===== src/include/sdl_defs.svh =====
// Purpose: Constants for the serial DAC load link.
// Assumes: Host clock 100 MHz.
// Notes:   Frame layout is given as frame lengths and field widths, counted from the top of the frame.
`ifndef SDL_DEFS_SVH
`define SDL_DEFS_SVH

// ----------------------------------------
// Frame layout
// ----------------------------------------
`define SDL_FRAME_SHORT      16
`define SDL_FRAME_LONG       24
`define SDL_PAD_BITS_LONG    6
`define SDL_MODE_BITS        2
// ----------------------------------------
// Timing
// ----------------------------------------
`define SDL_CLK_MHZ          100
`define SDL_SCLK_MAX_MHZ     30
`define SDL_SYNC_HIGH_NS     33
`define SDL_CLK_PERIOD_NS    10
`define SDL_SYNC_HIGH_CYC    ((`SDL_SYNC_HIGH_NS + `SDL_CLK_PERIOD_NS - 1) / `SDL_CLK_PERIOD_NS)
// Least half period of the link clock, rounded up to whole host cycles
`define SDL_SCLK_HALF_CYC    ((`SDL_CLK_MHZ + 2 * `SDL_SCLK_MAX_MHZ - 1) / (2 * `SDL_SCLK_MAX_MHZ))
// ----------------------------------------
// Reset values
// ----------------------------------------
`define SDL_RESET_MODE       2'h0

`endif


===== src/include/sdl_pkg.sv =====
// Purpose: Shared types for the serial DAC load link.
// Assumes: Nothing beyond the header.
// Notes:   Mode codes sit in the two control bits of a frame.
package sdl_pkg;
  typedef enum logic [1:0] {
    SDL_MODE_NORMAL = 2'h0,
    SDL_MODE_PD_1K  = 2'h1,
    SDL_MODE_PD_100K = 2'h2,
    SDL_MODE_TRISTATE = 2'h3
  } sdl_mode_t;
endpackage


===== src/include/sdl_link_if.sv =====
// Purpose: Three-wire link between the host and the DAC load logic.
// Assumes: All three wires driven by the host only.
// Notes:   Select is active low.
interface sdl_link_if;
  logic syncN;
  logic sclk;
  logic din;
  modport host (output syncN, output sclk, output din);
  modport dev  (input syncN, input sclk, input din);
endinterface


===== src/verilog/sdl_host.sv =====
// Purpose: Host side: sends one frame per request over the three-wire link.
// Assumes: Request word and strobe are in the clock domain.
// Notes:   Link clock is divided from clock; select is parked low when idle.
`include "sdl_defs.svh"

module sdl_host #(
  parameter int DATA_BITS = 16,
  parameter int HALF_CYC  = `SDL_SCLK_HALF_CYC,
  parameter int GAP_CYC   = `SDL_SYNC_HIGH_CYC
) (
  // Clock and reset
  input  wire logic              clock,
  input  wire logic              rst,
  // Request
  input  wire logic              reqValid,
  output logic                   reqReady,
  input  wire logic [DATA_BITS-1:0] reqCode,
  input  sdl_pkg::sdl_mode_t     reqMode,
  // Link
  sdl_link_if.host               link
);
  localparam int FRAME    = (DATA_BITS == 16) ? `SDL_FRAME_LONG : `SDL_FRAME_SHORT;
  localparam int PAD      = (DATA_BITS == 16) ? `SDL_PAD_BITS_LONG : 0;
  localparam int MODE_LSB = FRAME - PAD - `SDL_MODE_BITS;
  localparam int DATA_LSB = MODE_LSB - DATA_BITS;
  localparam int CW       = $clog2(FRAME + 1);

  // Timer is eight bits wide
  if (HALF_CYC < `SDL_SCLK_HALF_CYC || GAP_CYC < `SDL_SYNC_HIGH_CYC || GAP_CYC > 255 || HALF_CYC > 255) begin : gBadTiming
    $error("Timing parameters out of range");
  end
  if (DATA_BITS != 12 && DATA_BITS != 14 && DATA_BITS != 16) begin : gBadWidth
    $error("DATA_BITS must be 12, 14 or 16");
  end

  // Pad and unused tail bits go out as zeros
  logic [FRAME-1:0] load;
  always_comb begin
    load = '0;
    load[MODE_LSB +: `SDL_MODE_BITS] = reqMode;
    load[DATA_LSB +: DATA_BITS]      = reqCode;
  end

  // ----------------------------------------
  // Sequencer
  // ----------------------------------------
  typedef enum logic [1:0] {SDL_IDLE = 2'h0, SDL_GAP = 2'h1, SDL_SHIFT = 2'h3, SDL_DONE = 2'h2} sdl_hstate_t;
  sdl_hstate_t      state_q;
  logic [7:0]       timer_q;
  logic [CW-1:0]    bits_q;
  logic [FRAME-1:0] word_q;
  logic             sclk_q;
  logic             syncN_q;

  assign reqReady   = state_q == SDL_IDLE;
  assign link.syncN = syncN_q;
  assign link.sclk  = sclk_q;
  assign link.din   = word_q[FRAME-1];

  always_ff @(posedge clock or posedge rst) begin
    if (rst) begin
      state_q <= SDL_IDLE;
      timer_q <= 8'h00;
      bits_q  <= '0;
      word_q  <= '0;
      sclk_q  <= 1'b1;
      syncN_q <= 1'b0;
    end else begin
      unique case (state_q)
        SDL_IDLE: begin
          if (reqValid) begin
            word_q  <= load;
            syncN_q <= 1'b1;
            timer_q <= 8'(GAP_CYC - 1);
            state_q <= SDL_GAP;
          end
        end
        SDL_GAP: begin
          if (timer_q == 8'h00) begin
            syncN_q <= 1'b0;
            timer_q <= 8'(HALF_CYC - 1);
            bits_q  <= '0;
            state_q <= SDL_SHIFT;
          end else begin
            timer_q <= timer_q - 8'h01;
          end
        end
        SDL_SHIFT: begin
          if (timer_q == 8'h00) begin
            timer_q <= 8'(HALF_CYC - 1);
            sclk_q  <= ~sclk_q;
            if (!sclk_q) begin
              word_q <= {word_q[FRAME-2:0], 1'b0};
              if (bits_q == CW'(FRAME - 1))
                state_q <= SDL_DONE;
              bits_q <= bits_q + 1'b1;
            end
          end else begin
            timer_q <= timer_q - 8'h01;
          end
        end
        SDL_DONE: begin
          if (timer_q == 8'h00) begin
            state_q <= SDL_IDLE;
          end else begin
            timer_q <= timer_q - 8'h01;
          end
        end
      endcase
    end
  end
endmodule


===== src/flat_wrapper.sv =====
// flat-port wrapper written by rule: the top's interface ports become plain ports
module sdl_host_flat 
#(
  parameter int DATA_BITS = 16,
  parameter int HALF_CYC  = `SDL_SCLK_HALF_CYC,
  parameter int GAP_CYC   = `SDL_SYNC_HIGH_CYC
)
  (clock, rst, reqValid, reqReady, reqCode, reqMode, link_syncN, link_sclk, link_din);
  sdl_link_if link_i ();
  input  wire logic clock;
  input  wire logic rst;
  input  wire logic reqValid;
  output logic reqReady;
  input  wire logic [DATA_BITS-1:0] reqCode;
  input  sdl_pkg::sdl_mode_t reqMode;
  output wire logic [$bits(link_i.syncN)-1:0] link_syncN;
  output wire logic [$bits(link_i.sclk)-1:0] link_sclk;
  output wire logic [$bits(link_i.din)-1:0] link_din;
  assign link_syncN = link_i.syncN;
  assign link_sclk = link_i.sclk;
  assign link_din = link_i.din;
  sdl_host #(.DATA_BITS(DATA_BITS), .HALF_CYC(HALF_CYC), .GAP_CYC(GAP_CYC)) u_core (.clock(clock), .rst(rst), .reqValid(reqValid), .reqReady(reqReady), .reqCode(reqCode), .reqMode(reqMode), .link(link_i));
endmodule

===== config.mk =====
export PLATFORM = sky130hd
export DESIGN_NAME = sdl_host_flat
export DESIGN_NICKNAME = d
export VERILOG_FILES = /design/src/include/sdl_pkg.sv /design/src/include/sdl_link_if.sv /design/src/verilog/sdl_host.sv /design/src/flat_wrapper.sv
export VERILOG_INCLUDE_DIRS = /design/src /design/src/include
export SDC_FILE = /design/constraint.sdc
export NUM_CORES = 1
export LEC_CHECK = 0
export BUFFER_PORTS_ARGS = -buffer_cell sky130_fd_sc_hd__buf_2
export CORE_ASPECT_RATIO = 0.7
export CORE_MARGIN = 3
export CORE_UTILIZATION = 54
export DETAILED_ROUTE_END_ITERATION = 16
export PLACE_DENSITY = 0.75
export SYNTH_ARGS = -nofsm -noshare
export SYNTH_HDL_FRONTEND = slang
export SYNTH_SLANG_ARGS = --single-unit

===== constraint.sdc =====
create_clock -name clock -period 3.64 [get_ports clock]
set_input_delay 0.182 -clock clock [delete_from_list [all_inputs] [get_ports clock]]
set_output_delay 0.182 -clock clock [all_outputs]
set_load 0.005 [all_outputs]

==> impl_metrics.yaml <==
timing:
  grt_setup_unrepaired: "false"
  setup_violations: 0
  finalCritPeriodShare: 0.682
  timing.setup.tns_ps: 0
  final_max_slew_viol_count: 0
  fin_skew_ps: 6.62
  timing.fmax_mhz: 403
  timing_hold_violations_final: 7
  post-route-min-period_ps: 2480
  fin_ws_ps: 1160
  finalHoldWorstSlack_ps: -6.63
  slew-limit-headroom: 0.379
  tightest_slew_ps: 923
routing:
  drt_first_iter_violations: 97
  drt-pass1-iter-count: 4
  remaining_drc_errors: 0
  dr_total_vias: 1515
  route.detailed.vias_per_inst: 5.76
  drtAntennaViolNets: 0
  drt-wirelength-per-cell_um: 15.5
  totalWireLength_mm: 4.09
worst_setup_path:
  timing.critical_path.fanout_max: 5
  crit-reg2reg-launch: "u_core.timer_q[0]"
  worstPathRequired_ps: 3810
  crit_type: "register to register"
  worst-endpoint-arrival_ps: 2660
  start_kind: "register"
  startpoint: "u_core.timer_q[0]"
  worst_setup_path_end_kind: "register"
synth:
  synthesis.area_um2: 1990
  avgSynthCellArea_um2: 10.6
  ys_ff_latch: 41
  synth-seq-area-share: 0.517
  netlist.top_cell.by_area: "dfrtp_1"
  synthFlopType: "dfrtp_1"
  post_synth_main_area_contributors: "dfrtp_1 (50%), a22o_1 (7.9%), a21o_1 (6.4%)"
  synth.yosys.warnings: 0
  async_s_r_ff_share_synth: 1.00
  count_of_cell_types_in_the_netlist: 41
  synthCells: 188
  synthDominantCellAreaShare: 0.504
  mappedNetlistNets: 211
  synth-edff-count: 0
clock_network:
  cts_max_level: 2
  worst_skew_pair.late_latency_ps: 290
  clk_path_buf_depth: 2
  ctsResizeCount: 0
  ctsHoldBuffers: 0
  cts_made_buffers: 5
  clockRootBuffer: "clkbuf_8"
  cts_tree: "built"
  cts.repair_timing.setup_buffer_count: 0
  clk_pin_slew_worst_paths_ps: 80
  clkSinkCount: 41
power:
  power.switching_fraction: 0.344
  ir_drop_mv: 0.331
  clockPowerShare: 0.188
  p_comb_frac: 0.277
  powerDensity_nw_per_um2: 679
  pwr-share-seq: 0.535
  total_leakage_power_nw: 1.14
  power.internal_w: 0.000999
  switchingPower_w: 0.000524
placed_design:
  buffer_ports.inserted: 24
  preCtsSetupSlack_ps: 1190
  routabilityCongestion: 0.823
  place.detailed.hpwl_mm: 2.99
  place_inst: 255
min_path:
  timing.hold.worst.class: "input port to asynchronous set/reset pin"
global_routing:
  first_global_vias: 1374
  grt_antenna_before_repair: 0
  grt_start_max_net_pins: 42
  wire_length_of_the_first_global_routing_pass_mm: 6.83
  gr-usage-all-layers: 0.198
  grt.overflow.total: 0
flow_run:
  cap_violations: 0
layout:
  layout-drive-gt1-share: 0.204
  areaGrowthSynthToFinish_pct: 12.8
  design.final.nets: 238
  diode_insertion_count_for_antenna_repair: 0
  final-instance-count-excl-fill: 263
floorplan:
  boundaryPins: 25
  floorplan.die.width_um: 78.5
  placeableCoreArea_um2: 3340
  design.die.area_um2: 4450
  starting_utilization_of_the_core_area: 0.595
  std_cell_rows: 17
  dieHeight_um: 56.8
run_status:
  failed_checks: "negative hold slack"
  run_status: "complete, but fails checks"
synth_stat cells, types with 3 or more instances:
cell	count
nor2_1	11
nand4_1	3
clkbuf_1	3
a21o_1	17
xor2_1	3
nand3_1	3
mux2i_1	3
and3_1	3
nor2b_1	3
buf_2	3
nor4_1	3
a21oi_1	3
xnor2_1	3
dfrtp_1	40
nand2b_1	4
o21ai_0	8
a22o_1	18
nand2_1	21
inv_1	7
critical path, cell delays in order (launching register included):
cell,delay [ps]
dfrtp_1,430
inv_1,80
ha_1,190
or3b_2,530
nor4_1,730
nor2_1,120
mux2_2,300
final timing paths:
kind	cells past startpoint	slack, ps	to
worst max register to register	6	1160	u_core.bits_q[0]
worst min-delay path	3	-7	u_core.word_q[8]
min in group clock	3	190	u_core.word_q[2]
worst max-delay path	6	1160	u_core.bits_q[0]
max in group asynchronous	3	3280	u_core.link.sclk
worst min register to register	1	480	u_core.word_q[1]
per-stage QoR:
stage	utilization	instance area (um^2)	power, W
after global placement	0.645	2150	0.00120
final	0.671	2240	0.00152
after CTS	0.671	2240	0.00153
after detailed placement	0.645	2150	0.00125
after floorplan	-	1990	0.00110
after global routing	0.671	2240	0.00163
area by class of cell:
| cell class | count | area, um^2 |
|---|---|---|
| well taps | 47 | 58.8 |
| flip-flops and latches | 41 | 1030 |
| repair buffers | 28 | 150 |
| fillers | 265 | 1100 |
| inverters | 7 | 26.3 |
| multi-input cells | 132 | 892 |
| clock buffers | 5 | 68.8 |
| clock inverters | 3 | 17.5 |
logic make-up after synthesis:
logic type                 share of synthesized area
and+or+nand+nor                                0.182
AOI/OAI and AO/OA                              0.207
DFF                                            0.517
buffers and inverters                         0.0340
xor gates and xnor gates                      0.0265
muxes                                         0.0208
adders and majority gates                     0.0126
sequential cells by signal, indices dropped and copies added, names as in the netlist:
name               count
u_core.link.syncN      1
u_core.timer_q         8
u_core.word_q         24
u_core.state_q         2
u_core.link.sclk       1
u_core.bits_q          5
layout by cell type (no fill, tap or decap), types with 2 or more instances in the layout:
cell type,instances
a21o_1,17
a21oi_1,3
a22o_1,18
a31oi_1,2
and3_1,3
buf_2,24
buf_4,4
clkbuf_8,5
clkinv_2,2
dfrtp_1,40
ha_1,2
inv_1,7
mux2i_1,3
nand2_1,21
nand2b_1,4
nand3_1,3
nand4_1,3
nand4b_1,2
nor2_1,11
nor2b_1,3
nor3_1,2
nor4_1,3
o21ai_0,8
o31ai_1,2
o32a_1,2
or4_1,2
xnor2_1,3
xor2_1,3
per-layer routing:
layer	share of wire	track usage	vias up
met1	0.49	0.292	737
met5	0	0	-
met4	0.0083	0.0623	0
met3	0.043	0.0481	5
li1	-	-	734
met2	0.46	0.284	39
power by group through the flow:
stage	sequential, W	clock [W]	combinational [W]
final	0.000815	0.000287	0.000421
after CTS	0.000812	0.000297	0.000426
after detailed placement	0.000819	0	0.000428
after global placement	0.000806	0	0.000398
after floorplan	0.000764	0	0.000336
after global routing	0.000845	0.000316	0.000474
No activity file was read; power rests on OpenSTA's default activity.
